File: src/core/gtp_pkg.sv
// Purpose: shared constants and types of the general timer block
// Assumes: 32-bit APB register access, one aligned word per register
// Notes: control word layout is carried by gtp_ctrl_s
package gtp_pkg;
   // ---------------------------------------------------------------
   // register byte offsets
   // ---------------------------------------------------------------
   localparam logic [11:0] OFS_RELOAD = 12'h320;
   localparam logic [11:0] OFS_COUNT = 12'h324;
   localparam logic [11:0] OFS_CTRL = 12'h328;
   localparam logic [11:0] OFS_IRQ_CLEAR = 12'h32c;
   localparam logic [11:0] OFS_CAPTURE = 12'h330;
   localparam logic [11:0] OFS_INT_STATUS = 12'h334;
   localparam logic [11:0] OFS_INT_ENABLE = 12'h338;
   localparam logic [11:0] OFS_INT_CLEAR = 12'h33c;

   // ---------------------------------------------------------------
   // reset values
   // ---------------------------------------------------------------
   localparam logic [31:0] RST_CTRL = 32'h01000000;
   localparam logic [31:0] RST_COUNT = 32'hffffffff;
   localparam logic [31:0] RST_CAPTURE = 32'h00000000;
   localparam logic [31:0] RST_RELOAD = 32'h00000000;
   localparam logic [2:0] RST_INT_ENABLE = 3'h1;

   // ---------------------------------------------------------------
   // field encodings
   // ---------------------------------------------------------------
   localparam logic [2:0] CLK_CORE = 3'h0;
   localparam logic [2:0] CLK_LOWPOWER = 3'h1;
   localparam logic [2:0] CLK_PIN_A = 3'h2;
   localparam logic [2:0] CLK_PIN_B = 3'h3;
   localparam logic [1:0] FMT_HMS_23 = 2'h2;
   localparam logic [1:0] FMT_HMS_255 = 2'h3;
   localparam logic [3:0] PRE_DIV16 = 4'h4;
   localparam logic [3:0] PRE_DIV256 = 4'h8;
   localparam logic [3:0] PRE_DIV32768 = 4'hf;
   localparam logic [14:0] LIM_DIV1 = 15'h0000;
   localparam logic [14:0] LIM_DIV16 = 15'h000f;
   localparam logic [14:0] LIM_DIV256 = 15'h00ff;
   localparam logic [14:0] LIM_DIV32768 = 15'h7fff;
   localparam logic [7:0] POST_ONE = 8'h01;
   localparam logic [7:0] HUND_MAX = 8'h63;
   localparam logic [7:0] MINSEC_MAX = 8'h3b;
   localparam logic [7:0] HOUR_MAX_23 = 8'h17;
   localparam logic [7:0] HOUR_MAX_255 = 8'hff;

   // ---------------------------------------------------------------
   // interrupt status bit positions
   // ---------------------------------------------------------------
   localparam int IRQ_TIMER = 0;
   localparam int IRQ_POST_MATCH = 1;
   localparam int IRQ_CAPTURE = 2;
   localparam int IRQ_W = 3;

   typedef struct packed {
      logic [7:0] post;
      logic post_en;
      logic [2:0] rsv;
      logic cmp_flag;
      logic irq_sel;
      logic cap_en;
      logic [4:0] evt_sel;
      logic [2:0] clk_sel;
      logic up;
      logic en;
      logic periodic;
      logic [1:0] fmt;
      logic [3:0] presc;
   } gtp_ctrl_s;
endpackage

File: src/core/gtp_sync_rise.sv
// Purpose: two-flop synchroniser with rising-edge pulse per bit
// Assumes: inputs asynchronous to clk
// Notes: pulse is one clk cycle, in the same cycle the second flop goes high
`timescale 1ns/1ns
module gtp_sync_rise #(
   parameter int W = 3
) (
   // clock and reset
   input wire logic clk,
   input wire logic resetn,
   // async levels in, rise pulses out
   input wire logic [W-1:0] async_in,
   output logic [W-1:0] rise
);
   logic [W-1:0] meta;
   logic [W-1:0] sync;
   logic [W-1:0] last;

   always_ff @(posedge clk)
   begin
      if (!resetn)
      begin
         meta <= '0;
         sync <= '0;
         last <= '0;
      end
      else
      begin
         meta <= async_in;
         sync <= meta;
         last <= sync;
      end
   end

   // edge taken from the second flop and its delayed copy, never the metastable one
   assign rise = sync & ~last;
endmodule

File: src/core/gtp_timer.sv
// Purpose: 32-bit general timer with prescaler, postscaler and capture
// Assumes: APB slave, zero wait states, irq_src on clk domain
// Notes: low-power clock and pins are sampled, count on rising edges
//
// Decided for this implementation: the APB slave port and the register addresses.
`timescale 1ns/1ns
module gtp_timer (
   // clock and reset
   input wire logic clk,
   input wire logic resetn,
   // apb slave
   input wire logic psel,
   input wire logic penable,
   input wire logic pwrite,
   input wire logic [11:0] paddr,
   input wire logic [31:0] pwdata,
   output logic [31:0] prdata,
   output logic pready,
   output logic pslverr,
   // count sources from outside the clock domain
   input wire logic lowpower_clk,
   input wire logic pin_a,
   input wire logic pin_b,
   // capture event sources
   input wire logic [31:0] irq_src,
   // interrupt
   output logic irq
);
   gtp_pkg::gtp_ctrl_s ctrl;
   logic [31:0] reload;
   logic [31:0] count;
   logic [31:0] capture;
   logic [7:0] post_term;
   logic [7:0] post_cnt;
   logic [14:0] presc_cnt;
   logic [2:0] src_rise;
   logic [31:0] irq_src_q;
   logic [gtp_pkg::IRQ_W-1:0] int_status;
   logic [gtp_pkg::IRQ_W-1:0] int_enable;
   logic src_tick;
   logic tick;
   logic at_end;
   logic timeout;
   logic post_match;
   logic irq_event;
   logic cap_hit;
   logic [31:0] next_count;
   logic [7:0] hour_max;
   logic wr;
   logic rd_setup;

   // ---------------------------------------------------------------
   // decode helpers
   // ---------------------------------------------------------------
   function automatic logic is_wr(input logic [11:0] ofs);
      is_wr = wr && (paddr == ofs);
   endfunction

   function automatic logic [14:0] presc_limit(input logic [3:0] code);
      case (code)
         gtp_pkg::PRE_DIV16: presc_limit = gtp_pkg::LIM_DIV16;
         gtp_pkg::PRE_DIV256: presc_limit = gtp_pkg::LIM_DIV256;
         gtp_pkg::PRE_DIV32768: presc_limit = gtp_pkg::LIM_DIV32768;
         default: presc_limit = gtp_pkg::LIM_DIV1;
      endcase
   endfunction

   // one h:m:s:hundredths step, each field a binary byte
   function automatic logic [31:0] hms_step(input logic [31:0] v,
      input logic up, input logic [7:0] hmax);
      logic [7:0] f [4];
      logic [7:0] lim [4];
      logic carry;
      f[0] = v[7:0];
      f[1] = v[15:8];
      f[2] = v[23:16];
      f[3] = v[31:24];
      lim[0] = gtp_pkg::HUND_MAX;
      lim[1] = gtp_pkg::MINSEC_MAX;
      lim[2] = gtp_pkg::MINSEC_MAX;
      lim[3] = hmax;
      carry = 1'b1;
      for (int i = 0; i < 4; i++)
      begin
         if (carry)
         begin
            if (up)
            begin
               carry = (f[i] >= lim[i]);
               f[i] = carry ? 8'h00 : f[i] + 8'h01;
            end
            else
            begin
               carry = (f[i] == 8'h00);
               f[i] = carry ? lim[i] : f[i] - 8'h01;
            end
         end
      end
      hms_step = {f[3], f[2], f[1], f[0]};
   endfunction

   assign wr = psel && penable && pwrite;
   assign rd_setup = psel && !penable && !pwrite;
   assign pready = 1'b1;
   assign pslverr = 1'b0;

   // ---------------------------------------------------------------
   // source selection and prescaler
   // ---------------------------------------------------------------
   gtp_sync_rise #(
      .W(3)
   ) u_sync (
      .clk(clk),
      .resetn(resetn),
      .async_in({pin_b, pin_a, lowpower_clk}),
      .rise(src_rise)
   );

   always_comb
   begin
      case (ctrl.clk_sel)
         gtp_pkg::CLK_CORE: src_tick = 1'b1;
         gtp_pkg::CLK_LOWPOWER: src_tick = src_rise[0];
         gtp_pkg::CLK_PIN_A: src_tick = src_rise[1];
         gtp_pkg::CLK_PIN_B: src_tick = src_rise[2];
         default: src_tick = 1'b0;
      endcase
   end

   assign tick = ctrl.en && src_tick &&
      (presc_cnt >= presc_limit(ctrl.presc));

   always_ff @(posedge clk)
   begin
      if (!resetn)
         presc_cnt <= '0;
      else if (!ctrl.en || tick)
         presc_cnt <= '0;
      else if (src_tick)
         presc_cnt <= presc_cnt + 15'h0001;
   end

   // ---------------------------------------------------------------
   // main counter
   // ---------------------------------------------------------------
   assign hour_max = (ctrl.fmt == gtp_pkg::FMT_HMS_255) ?
      gtp_pkg::HOUR_MAX_255 : gtp_pkg::HOUR_MAX_23;

   always_comb
   begin
      next_count = count;
      at_end = 1'b0;
      if (ctrl.fmt == gtp_pkg::FMT_HMS_23 ||
         ctrl.fmt == gtp_pkg::FMT_HMS_255)
      begin
         at_end = ctrl.up ? (count == {hour_max, gtp_pkg::MINSEC_MAX,
            gtp_pkg::MINSEC_MAX, gtp_pkg::HUND_MAX}) : (count == '0);
         next_count = hms_step(count, ctrl.up, hour_max);
      end
      else
      begin
         at_end = ctrl.up ? (count == '1) : (count == '0);
         next_count = ctrl.up ? count + 32'h1 : count - 32'h1;
      end
      if (at_end && ctrl.periodic)
         next_count = reload;
   end

   assign timeout = tick && at_end;

   always_ff @(posedge clk)
   begin
      if (!resetn)
         count <= gtp_pkg::RST_COUNT;
      else if (tick)
         count <= next_count;
   end

   // ---------------------------------------------------------------
   // postscaler
   // ---------------------------------------------------------------
   assign post_match = ctrl.post_en && timeout &&
      (post_cnt + 8'h01 == post_term);

   always_ff @(posedge clk)
   begin
      if (!resetn)
         post_cnt <= '0;
      else if (!ctrl.post_en || post_match)
         post_cnt <= '0;
      else if (timeout)
         post_cnt <= post_cnt + 8'h01;
   end

   localparam logic [7:0] POST_RST = gtp_pkg::RST_CTRL[31:24];

   always_ff @(posedge clk)
   begin
      if (!resetn)
         post_term <= POST_RST;
      else if (is_wr(gtp_pkg::OFS_CTRL))
         post_term <= (pwdata[31:24] == 8'h00) ?
            gtp_pkg::POST_ONE : pwdata[31:24];
   end

   // interrupt origin choice
   assign irq_event = ctrl.irq_sel ? post_match : timeout;

   // ---------------------------------------------------------------
   // control, reload and capture registers
   // ---------------------------------------------------------------
   always_ff @(posedge clk)
   begin
      if (!resetn)
      begin
         ctrl <= gtp_pkg::RST_CTRL;
         reload <= gtp_pkg::RST_RELOAD;
      end
      else
      begin
         if (is_wr(gtp_pkg::OFS_CTRL))
         begin
            ctrl <= pwdata;
            ctrl.post <= '0;
            ctrl.rsv <= '0;
         end
         if (is_wr(gtp_pkg::OFS_RELOAD))
            reload <= pwdata;
         // set beats clear; software can only clear the flag, by a write to OFS_IRQ_CLEAR
         if (post_match)
            ctrl.cmp_flag <= 1'b1;
         else if (is_wr(gtp_pkg::OFS_IRQ_CLEAR))
            ctrl.cmp_flag <= 1'b0;
         else if (is_wr(gtp_pkg::OFS_CTRL))
            ctrl.cmp_flag <= ctrl.cmp_flag;
      end
   end

   assign cap_hit = ctrl.cap_en && irq_src[ctrl.evt_sel] &&
      !irq_src_q[ctrl.evt_sel];

   always_ff @(posedge clk)
   begin
      if (!resetn)
      begin
         irq_src_q <= '0;
         capture <= gtp_pkg::RST_CAPTURE;
      end
      else
      begin
         irq_src_q <= irq_src;
         if (cap_hit)
            capture <= count;
      end
   end

   // ---------------------------------------------------------------
   // interrupt status, enable and output
   // ---------------------------------------------------------------
   always_ff @(posedge clk)
   begin
      if (!resetn)
      begin
         int_status <= '0;
         int_enable <= gtp_pkg::RST_INT_ENABLE;
      end
      else
      begin
         if (is_wr(gtp_pkg::OFS_INT_ENABLE))
            int_enable <= pwdata[gtp_pkg::IRQ_W-1:0];
         int_status <= (int_status
            & ~(is_wr(gtp_pkg::OFS_INT_CLEAR) ?
               pwdata[gtp_pkg::IRQ_W-1:0] : '0)
            & ~{2'b00, is_wr(gtp_pkg::OFS_IRQ_CLEAR)})
            | {cap_hit, post_match, irq_event};
      end
   end

   assign irq = |(int_status & int_enable);

   // ---------------------------------------------------------------
   // read data, taken in the setup cycle
   // ---------------------------------------------------------------
   always_ff @(posedge clk)
   begin
      if (!resetn)
         prdata <= '0;
      else if (rd_setup)
      begin
         case (paddr)
            gtp_pkg::OFS_RELOAD: prdata <= reload;
            gtp_pkg::OFS_COUNT: prdata <= count;
            gtp_pkg::OFS_CTRL: prdata <= {post_cnt, ctrl[23:0]};
            gtp_pkg::OFS_CAPTURE: prdata <= capture;
            gtp_pkg::OFS_INT_STATUS: prdata <= {29'h0, int_status};
            gtp_pkg::OFS_INT_ENABLE: prdata <= {29'h0, int_enable};
            default: prdata <= '0;
         endcase
      end
   end
endmodule

File: config.mk
export PLATFORM = sky130hd
export DESIGN_NAME = gtp_timer
export DESIGN_NICKNAME = d
export VERILOG_FILES = /design/src/core/gtp_pkg.sv /design/src/core/gtp_sync_rise.sv /design/src/core/gtp_timer.sv
export SDC_FILE = /design/constraint.sdc
export NUM_CORES = 1
export LEC_CHECK = 0
export BUFFER_PORTS_ARGS = -buffer_cell sky130_fd_sc_hd__buf_2
export CAP_MARGIN = 40
export CORE_ASPECT_RATIO = 0.5
export CORE_MARGIN = 3
export CORE_UTILIZATION = 50
export CTS_CLUSTER_DIAMETER = 30
export DETAILED_ROUTE_END_ITERATION = 8
export HOLD_SLACK_MARGIN = 0.15
export PLACE_DENSITY_LB_ADDON = 0.2
export SETUP_SLACK_MARGIN = 0.05
export SYNTH_ARGS = -nofsm -noshare
export SYNTH_HDL_FRONTEND = slang
export SYNTH_SLANG_ARGS = --single-unit
File: constraint.sdc
create_clock -name clk -period 3.8 [get_ports clk]
set_input_delay 0.95 -clock clk [delete_from_list [all_inputs] [get_ports clk]]
set_output_delay 0.95 -clock clk [all_outputs]
set_load 0.03 [all_outputs]
==> results.json, run 1 <==
{
  "cts_inserted_buffers": 31,
  "maxSlewHeadroom": 0.4608,
  "yosysTopAreaCell": "dfxtp_1",
  "routabilityCongestion": 0.9966,
  "initial_core_util": 0.5233,
  "hp-class": "register to register",
  "ioPinCount": 119,
  "path_max_fanout": 10,
  "maxSlewViolCount": 0,
  "synthXorXnorAreaFrac": 0.04716,
  "remaining_drc_errors": 0,
  "synth_compound_area_frac": 0.2475,
  "setup_viol": 0,
  "synth.distinct_cells": 89,
  "first_pass_iters": 6,
  "antenna_found_initial": 2,
  "nNetsFinal": 1968,
  "p_leak_nw": 6.099,
  "yosysMostFrequentCell": "nand2_1",
  "post_cts_buffers": 0,
  "finalCriticalPeriod_ns": 3.538,
  "tns_ns": 0,
  "grt_pass1_vias": 12275,
  "netlist_top_cells_area": "dfxtp_1, a21oi_1, nand2_1, ha_1, nor2_1",
  "power_density_mw_per_mm2": 349.4,
  "synth_fp_nets": 1883,
  "critical_path_required_ns": 4.22,
  "vias_per_cell": 6.189,
  "grt_max_degree": 73,
  "path_class": "register to register",
  "min_path_cells": 1,
  "yosysWarningCount": 0,
  "tritoncts": "done",
  "cp-end-kind": "register",
  "ys_async_sr_fraction": 0,
  "synth_flop_cell": "dfxtp_1",
  "vias": 13547,
  "min_period_over_period": 0.9310,
  "ys_seq_area_frac": 0.3352,
  "ir_drop_v": 0.0003504,
  "grt.total_usage": 0.2998,
  "startpoint_type": "register",
  "fp.dieH_um": 122.4,
  "overflow": 0,
  "die_w_um": 238.9,
  "core_mm2": 0.02591,
  "rsz0062_at_grt": "no",
  "grt_pass1_wl_um": 69200,
  "max_freq_ghz": 0.2827,
  "cts_buffer_depth": 3,
  "skew_ns": 0.03621,
  "clkTransAtPathRegs_ns": 0.06,
  "worstRegToRegCells": 10,
  "mappedNetlistArea_mm2": 0.01356,
  "fillers": 2345,
  "synthTopCellsByCount": "nand2_1, dfxtp_1, a21oi_1",
  "n_antenna_cell": 0,
  "dieArea_mm2": 0.02925,
  "rows": 41,
  "synthToLayoutAreaGrowth_pct": 14.41,
  "p_total_mw": 5.420,
  "status": "finished clean",
  "hold_ws_ns": 0.4300,
  "synth.avg_cell_area_um2": 7.800,
  "clock_latency_ns": 0.59,
  "ctsHoldBuffers": 0,
  "clock_sinks": 227,
  "drive_gt1_frac": 0.1447,
  "synth-edff-count": 0,
  "yosysTopAreaCellShare": 0.3352,
  "ys_ff_latch": 227,
  "hold_viol_final": 0,
  "routed_wl_um": 44610,
  "cts.htree.levels": 1,
  "synthSimpleGateAreaFrac": 0.2204,
  "drt_iter0_drc": 1702,
  "routedWlPerCell_um": 20.38,
  "synth_mux_area_frac": 0.03876,
  "syn_inst": 1738,
  "synth_top_family_by_area": "compound AO/OA/AOI/OAI gates",
  "ctsResizeCount": 0,
  "antenna_left": 0,
  "yosys.area_share.adder": 0.05685,
  "dp_hpwl_um": 32990,
  "cp_data_arrival_time_ns": 3.95,
  "maxCapViolCount": 0,
  "clock_tree.root_cell": "clkbuf_16",
  "worstMarginPinSlew_ns": 0.8088,
  "portBuffers": 116
}
-- worst max-delay path, cell delays in order (launching register included) --
cell and delay, ns:
dfxtp_1 0.41, inv_1 0.27, ha_1 0.28, or3b_1 0.43
o31a_1 0.36, o21ai_2 0.17, o2111a_1 0.21, o21ai_2 0.15
a21o_1 0.35, o41ai_1 0.66, a21oi_1 0.09
-- flip-flops by register name (all words and copies together), names as in the netlist, 8 cells and up --
register   flops
prdata        32
reload        32
count         32
ctrl          21
post_cnt       8
irq_src_q     32
capture       32
post_term      8
presc_cnt     15
-- stage by stage --
stage	instances	worst slack [ns]	util	cell area, um^2
after detailed placement	2133	0.4661	0.5597	14500
final	2189	0.2622	0.5987	15510
after CTS	2188	0.4641	0.5985	15500
after floorplan	1738	0.06610	-	13560
after global routing	2189	0.1020	0.5987	15510
after global placement	2132	0.5076	0.5591	14490
-- where the power goes --
| group | total [mW] | switching, mW | internal [mW] | leakage [nW] |
|---|---|---|---|---|
| combinational | 0.168 | 0.104 | 0.0641 | 3.76 |
| sequential | 2.41 | 0.00656 | 2.40 | 1.84 |
| clock | 2.84 | 1.15 | 1.69 | 0.496 |
| total | 5.42 | 1.26 | 4.16 | 6.10 |
-- area by class of cell --
type                            count  area [um^2]  share of cell area
Timing Repair Buffer              174         1046             0.06744
Clock inverter                     18        176.4             0.01137
Tap cell                          344        430.4             0.02775
Multi-Input combinational cell   1344         8312              0.5359
Inverter                           45        171.4             0.01105
Sequential cell                   227         4546              0.2931
Clock buffer                       37        828.3             0.05340
-- cells in the final DEF, fill, tap and decap left out, types with 31 or more instances in the layout --
cell type and count:
mux2i_1 39, buf_4 54, a21oi_1 201, nand3_1 36, o21ai_0 70, xor2_1 38
nor2_1 191, clkbuf_16 31, xnor2_1 35, ha_1 60, a22oi_1 62, buf_2 116
and2_1 34, o211ai_1 35, dfxtp_1 226, inv_1 44, nand2_1 236
-- worst paths after layout --
check	startpoint	end	slack (ns)
max	count[1]	count[21]	0.26
min	u_sync.meta[0]	u_sync.sync[0]	0.43
max reg2reg	count[1]	count[21]	0.26
min reg2reg	u_sync.meta[0]	u_sync.sync[0]	0.43
-- logic make-up (layout without fill, tap and decap cells) --
kind of cell,Yosys count,after routing
and+or+nand+nor,644,644
AOI/OAI and AO/OA,518,518
DFF,227,227
buffers and inverters,167,274
xor gates and xnor gates,73,73
adders and majority gates,61,61
muxes,46,46
other,2,2
-- layer usage --
metal | vias up | GRT usage | share of wire
li1 | 6409 | - | -
met1 | 6377 | 0.4487 | 0.46
met2 | 696 | 0.4150 | 0.39
met3 | 61 | 0.1046 | 0.13
met4 | 4 | 0.04977 | 0.014
met5 | - | 0 | 0.00061
(Power assumes the default switching activity.)
==> inputs of run 2 (changes only) <==
--- a/config.mk
+++ b/config.mk
@@ -8,10 +8,11 @@
 export BUFFER_PORTS_ARGS = -buffer_cell sky130_fd_sc_hd__buf_2
 export CAP_MARGIN = 40
 export CORE_ASPECT_RATIO = 0.5
-export CORE_MARGIN = 3
+export CORE_MARGIN = 2
 export CORE_UTILIZATION = 50
 export CTS_CLUSTER_DIAMETER = 30
 export DETAILED_ROUTE_END_ITERATION = 8
+export GPL_TIMING_DRIVEN = 0
 export HOLD_SLACK_MARGIN = 0.15
 export PLACE_DENSITY_LB_ADDON = 0.2
 export SETUP_SLACK_MARGIN = 0.05
==> run 2 against run 1 <==
  * Register-to-register slack worse by 0.10 ns
  * Via count is 2.4% higher
  * Global-route usage is 2.8 points higher
  * Die area is 2.5% lower
  * Critical endpoint is now count[31]
  * Largest power group unchanged
==> results.json, run 2 (synthesis gave the netlist of run 1 again) <==
{
  "drive_gt1_frac": 0.1334,
  "wl_met3_um": 6131,
  "skew_ns": 0.05763,
  "p_total_mw": 5.533,
  "dp_cells": 2212,
  "startpoint_type": "register",
  "tns_ns": 0,
  "critical_path_required_ns": 4.28,
  "synthToLayoutAreaGrowth_pct": 16.31,
  "post-route-util": 0.5942,
  "status": "finished clean",
  "top_layer": "met5",
  "hp-class": "register to register",
  "grt.total_usage": 0.3281,
  "tritoncts": "done",
  "final_common_cell": "nand2_1",
  "rr_endpoint": "count[31]",
  "initial_core_util": 0.5108,
  "worstRegToRegCells": 14,
  "min_period_over_period": 0.9575,
  "vias": 13872,
  "final_cell_mix": "nand2_1, dfxtp_1, a21oi_1",
  "routabilityCongestion": 1.016,
  "path_max_fanout": 28,
  "clkTransAtPathRegs_ns": 0.06,
  "power_density_mw_per_mm2": 350.9,
  "core_mm2": 0.02654,
  "routedWlPerCell_um": 20.87,
  "grt_pass1_vias": 12703,
  "rsz0062_at_grt": "no",
  "cts_inserted_buffers": 30,
  "cp-end-kind": "register",
  "rows": 42,
  "overflow": 0,
  "multi_input_area_mm2": 0.008327,
  "hp-start": "u_sync.meta[2]",
  "ioPinCount": 119,
  "timing.rr.start": "ctrl[8]",
  "dieArea_mm2": 0.02853,
  "first_pass_iters": 6,
  "n_antenna_cell": 0,
  "maxSlewHeadroom": 0.3949,
  "antenna_found_initial": 2,
  "max_freq_ghz": 0.2748,
  "portBuffers": 115,
  "whs_endpoint": "u_sync.sync[2]",
  "p_leak_nw": 6.140,
  "clock_latency_ns": 0.60,
  "die_w_um": 236.9,
  "cp_data_arrival_time_ns": 4.11,
  "grt_max_degree": 29,
  "fillers": 2431,
  "min_path_cells": 1,
  "wl_met2_um": 18720,
  "m1WireLength_um": 21300,
  "r2r_setup_slack_ns": 0.16,
  "final_cell_count_no_fill": 2271,
  "clock_sinks": 227,
  "hold_ws_ns": 0.4315,
  "routed_wl_um": 47390,
  "cts.htree.levels": 1,
  "maxSlewViolCount": 0,
  "ir_drop_v": 0.0004247,
  "maxCapViolCount": 0,
  "nNetsFinal": 2040,
  "finalCriticalPeriod_ns": 3.638,
  "hold_viol_final": 0,
  "clock_tree.root_cell": "clkbuf_16",
  "path_class": "register to register",
  "dp_hpwl_um": 35970,
  "remaining_drc_errors": 0,
  "antenna_left": 0,
  "vias_per_cell": 6.108,
  "fp.dieH_um": 120.4,
  "regArea_mm2": 0.004544,
  "cts_buffer_depth": 3,
  "setup_viol": 0,
  "drt_iter0_drc": 1783,
  "grt_pass1_wl_um": 72800,
  "worstMarginPinSlew_ns": 0.8993
}
[run 2: worst max path at each step]
stage,depth (start not counted),end,start,slack (ns)
2_1_floorplan,12,count[27],ctrl[8],0.07
3_3_place_gp,12,count[27],ctrl[8],-1.42
3_5_place_dp,14,post_cnt[1],ctrl[2],-0.40
4_1_cts,14,post_cnt[1],ctrl[2],0.05
5_1_grt,13,post_cnt[7],ctrl[0],0.03
6_report,14,count[31],ctrl[8],0.16
[run 2: critical path, cell delays in order, from the launching register on]
cell and delay (ns):
dfxtp_1 0.32, inv_1 0.11, clkbuf_4 0.29, buf_12 0.23
ha_1 0.33, a2111oi_1 0.41, o21ai_1 0.21, a21oi_2 0.29
o21ai_1 0.19, a311oi_2 0.46, buf_4 0.19, o211ai_1 0.08
o31ai_1 0.11, a31oi_1 0.14, a31oi_1 0.18
[run 2: through the flow]
stage / instance area (um^2) / setup WS (ns)
after floorplan: 13560 / 0.06610
after global placement: 14570 / -1.419
after detailed placement: 14650 / -0.3994
after CTS: 15710 / 0.05139
after global routing: 15770 / 0.02692
final: 15770 / 0.1615
[run 2: cell type report]
type,count,area share
clock inverter,19,0.01444
clock buffer,37,0.05182
sequential,227,0.2882
inverter,45,0.01071
timing repair buffer,127,0.04356
buffer,120,0.03523
multi-input combinational,1344,0.5281
tap,352,0.02793
[run 2: what timing repair did]
action,in CTS,in global routing
pin swaps,1,3
resized for setup,3,8
setup endpoints to repair,33,25
hold buffers,0,0
buffers inserted,1,4
[run 2: routing by layer]
metal | track usage | up-vias
li1 | - | 6540
met1 | 0.4766 | 6463
met2 | 0.4649 | 774
met3 | 0.09954 | 93
met4 | 0.09217 | 2
met5 | 0 | -
[run 2: power breakdown]
group          switching [mW]  internal, mW
clock network            1.18          1.75
logic                   0.120        0.0699
registers             0.00639          2.40
==> inputs of run 3 (changes only) <==
--- a/config.mk
+++ b/config.mk
@@ -5,9 +5,10 @@
 export SDC_FILE = /design/constraint.sdc
 export NUM_CORES = 1
 export LEC_CHECK = 0
+export ABC_AREA = 1
 export BUFFER_PORTS_ARGS = -buffer_cell sky130_fd_sc_hd__buf_2
 export CAP_MARGIN = 40
-export CORE_ASPECT_RATIO = 0.5
+export CORE_ASPECT_RATIO = 0.9
 export CORE_MARGIN = 2
 export CORE_UTILIZATION = 50
 export CTS_CLUSTER_DIAMETER = 30
==> run 3 against run 2 <==
  * Maximum frequency is 0.79% higher
  * Global-route usage is 1.8 points higher
  * Sequential cell count stayed put
  * Combinational power is 28% higher
  * Synthesized cell count is 36% higher
  * Non-clock buffer count is 34 lower
  * Area after synthesis is 9.4% higher
  * Design area is 11% higher
  * Clock-buffer cell count is 20 higher
  * Core utilization is 0.92 points higher
  * Worst hold slack worse by 0.029 ns
  * Largest cell class unchanged
  * Largest power group unchanged
==> results.json, run 3 <==
{
  "status": "finished clean",
  "crit_path_frequent_cell": "nand2_1",
  "rsz0062_at_grt": "no",
  "cts_buffer_depth": 3,
  "nNetsFinal": 2672,
  "setup_viol": 0,
  "dp_hpwl_um": 42030,
  "rows": 59,
  "initial_core_util": 0.5111,
  "vias": 16806,
  "worstMarginPinSlew_ns": 0.8945,
  "p_clk_frac": 0.606,
  "min_path_cells": 2,
  "pwr-share-comb": 0.036,
  "overflow": 0,
  "timing.rr.start": "ctrl[8]",
  "rr_endpoint": "count[28]",
  "post_cts_buffers": 0,
  "ys_seq_area_frac": 0.3065,
  "hp-class": "register to register",
  "first_pass_iters": 6,
  "cts_inserted_buffers": 45,
  "sw_frac_of_total": 0.2270,
  "dp_slack_ns": -0.2748,
  "ioPinCount": 119,
  "power_density_mw_per_mm2": 385.1,
  "vias_per_cell": 5.680,
  "portBuffers": 116,
  "dp_cells": 2877,
  "synth_flop_cell": "dfxtp_1",
  "netlist_top_cells_area": "dfxtp_1, nand2_1, inv_1, a21oi_1, nand3_1",
  "path_class": "register to register",
  "startpoint_type": "register",
  "final_cell_mix": "nand2_1, inv_1, dfxtp_1",
  "final_cell_count_no_fill": 2959,
  "p_int_mw": 5.212,
  "clock_tree.root_cell": "clkbuf_16",
  "clock_sinks": 227,
  "synth.distinct_cells": 50,
  "finalCriticalPeriod_ns": 3.610,
  "synth-edff-count": 0,
  "max_freq_ghz": 0.2770,
  "grt_pass1_vias": 15202,
  "p_total_mw": 6.742,
  "final_common_cell": "nand2_1",
  "hp-start": "u_sync.meta[0]",
  "antenna_found_initial": 1,
  "die_w_um": 185.5,
  "clock_latency_ns": 0.55,
  "yosysTopAreaCell": "dfxtp_1",
  "final_cell_area_mm2": 0.01751,
  "routedWlPerCell_um": 18.26,
  "synthToLayoutAreaGrowth_pct": 18.07,
  "path_max_fanout": 33,
  "tns_ns": 0,
  "hold_viol_final": 0,
  "yosysMostFrequentCell": "nand2_1",
  "maxCapViolCount": 0,
  "min_period_over_period": 0.9500,
  "ys_ff_latch": 227,
  "tritoncts": "done",
  "maxSlewHeadroom": 0.4037,
  "clkTransAtPathRegs_ns": 0.05,
  "whs_endpoint": "u_sync.sync[0]",
  "core_mm2": 0.02901,
  "yosysWarningCount": 0,
  "p_switching_mw": 1.530,
  "worst_slack_ns": 0.1901,
  "crit_chain": "buf_2 > inv_1 > clkbuf_2 > buf_12 > ha_1 > nand2_1 > inv_1 > nand2_1 > nor3_1 > and2_1 > nand2_1 > nand3_1 > nand3_1 > nand2_1 > nand2_1 > nand2_1 > nand2_1",
  "slowest_delay_ns": 0.50,
  "worstRegToRegCells": 17,
  "maxSlewViolCount": 0,
  "yosysTopAreaCellShare": 0.3065,
  "ys_async_sr_fraction": 0,
  "drt_iter0_drc": 2029,
  "cts.htree.levels": 2,
  "cp_slowest_cell": "nor3_1",
  "routabilityCongestion": 1.018,
  "p_leak_nw": 7.789,
  "pwr-share-seq": 0.358,
  "critical_path_required_ns": 4.21,
  "cp-end-kind": "register",
  "grt_pass1_wl_um": 83620,
  "mappedNetlistArea_mm2": 0.01483,
  "routed_wl_um": 54040,
  "skew_ns": 0.03409,
  "synthTopCellsByCount": "nand2_1, inv_1, dfxtp_1",
  "antenna_left": 0,
  "r2r_setup_slack_ns": 0.19,
  "synth.avg_cell_area_um2": 6.272,
  "drive_gt1_frac": 0.1105,
  "syn_inst": 2364,
  "grt.total_usage": 0.3462,
  "fp.dieH_um": 167.4,
  "postPlaceCellArea_mm2": 0.01592,
  "synth_fp_nets": 2509,
  "ir_drop_v": 0.0004015,
  "grt_max_degree": 34,
  "dieArea_mm2": 0.03105,
  "cp_data_arrival_time_ns": 4.02,
  "remaining_drc_errors": 0
}
[run 3: cell count changes after synthesis, moves of 31 or more]
cell     previous run  this run
nand3_1            36       184
mux2i_1            39         0
o21ai_0            70       145
inv_1              44       333
and2_1             34         3
a22oi_1            62         0
xnor2_1            35         4
nand2_1           236       595
o22ai_1             6        59
[run 3: how the worst max path moves through the flow]
stage                 start  slack [ns]           to  depth (start not counted)
finish              ctrl[8]        0.19    count[28]                         17
global route        ctrl[3]        0.05  post_cnt[2]                         16
CTS                 ctrl[3]        0.17  post_cnt[6]                         18
detailed placement  ctrl[5]       -0.27  post_cnt[2]                         16
global placement    ctrl[8]       -0.71    count[28]                         16
floorplan           ctrl[8]        0.49    count[11]                         13
[run 3: per-layer routing]
| metal | wire [um] | vias to the layer above | GRT usage |
|---|---|---|---|
| met5 | 0 | - | 0 |
| met3 | 6040 | 122 | 0.06503 |
| li1 | - | 8054 | - |
| met1 | 24130 | 7706 | 0.5180 |
| met2 | 22470 | 924 | 0.5029 |
| met4 | 1408 | 0 | 0.09627 |
[run 3: through the flow]
step | util | hold slack [ns]
detailed placement | 0.5489 | 0.3963
floorplan | - | 0.3905
global placement | 0.5482 | 0.3988
finish | 0.6034 | 0.4030
CTS | 0.6030 | 0.4035
global route | 0.6034 | 0.4287
[run 3: area by class of cell]
cell class                 instances  area (um^2)
buffer                            96        455.4
multi-input combinational       1690         8513
tap                              396        495.5
sequential                       227         4544
inverter                         350         1321
clock buffer                      57         1284
timing repair buffer             117        600.6
antenna                            1        2.502
fill                            2895        11510
clock inverter                    25        289.0
[run 3: power groups by stage]
stage                     sequential [mW]  combinational, mW  clock [mW]
after CTS                            2.42              0.233        4.10
after global placement               2.46              0.229           0
after global routing                 2.41              0.261        4.22
after detailed placement             2.46              0.231           0
final                                2.42              0.241        4.09
after floorplan                      2.46              0.114           0
[run 3: what timing repair did]
item                       CTS  global route
setup endpoints to repair   41            25
hold endpoints to repair     0             0
pin swaps                    0             0
resized for setup            1             3
hold buffers                 0             0
[run 3: cell families (layout without fill, tap and decap cells)]
| logic type | Yosys count | in the layout | share of synthesized area |
|---|---|---|---|
| other | 2 | 3 | 0.0005065 |
| DFF | 227 | 227 | 0.3065 |
| and+or+nand+nor | 1110 | 1110 | 0.3231 |
| AOI/OAI and AO/OA | 480 | 480 | 0.1763 |
| buffers and inverters | 447 | 645 | 0.1197 |
| adders and majority gates | 61 | 61 | 0.05198 |
| xor gates and xnor gates | 37 | 37 | 0.02186 |
[run 3: critical path: cells and delay by family, from the launching register on]
family                     cells  cell delay, ns
DFF                            1            0.30
and+or+nand+nor               11            1.63
adders and majority gates      1            0.40
buffers and inverters          5            1.12
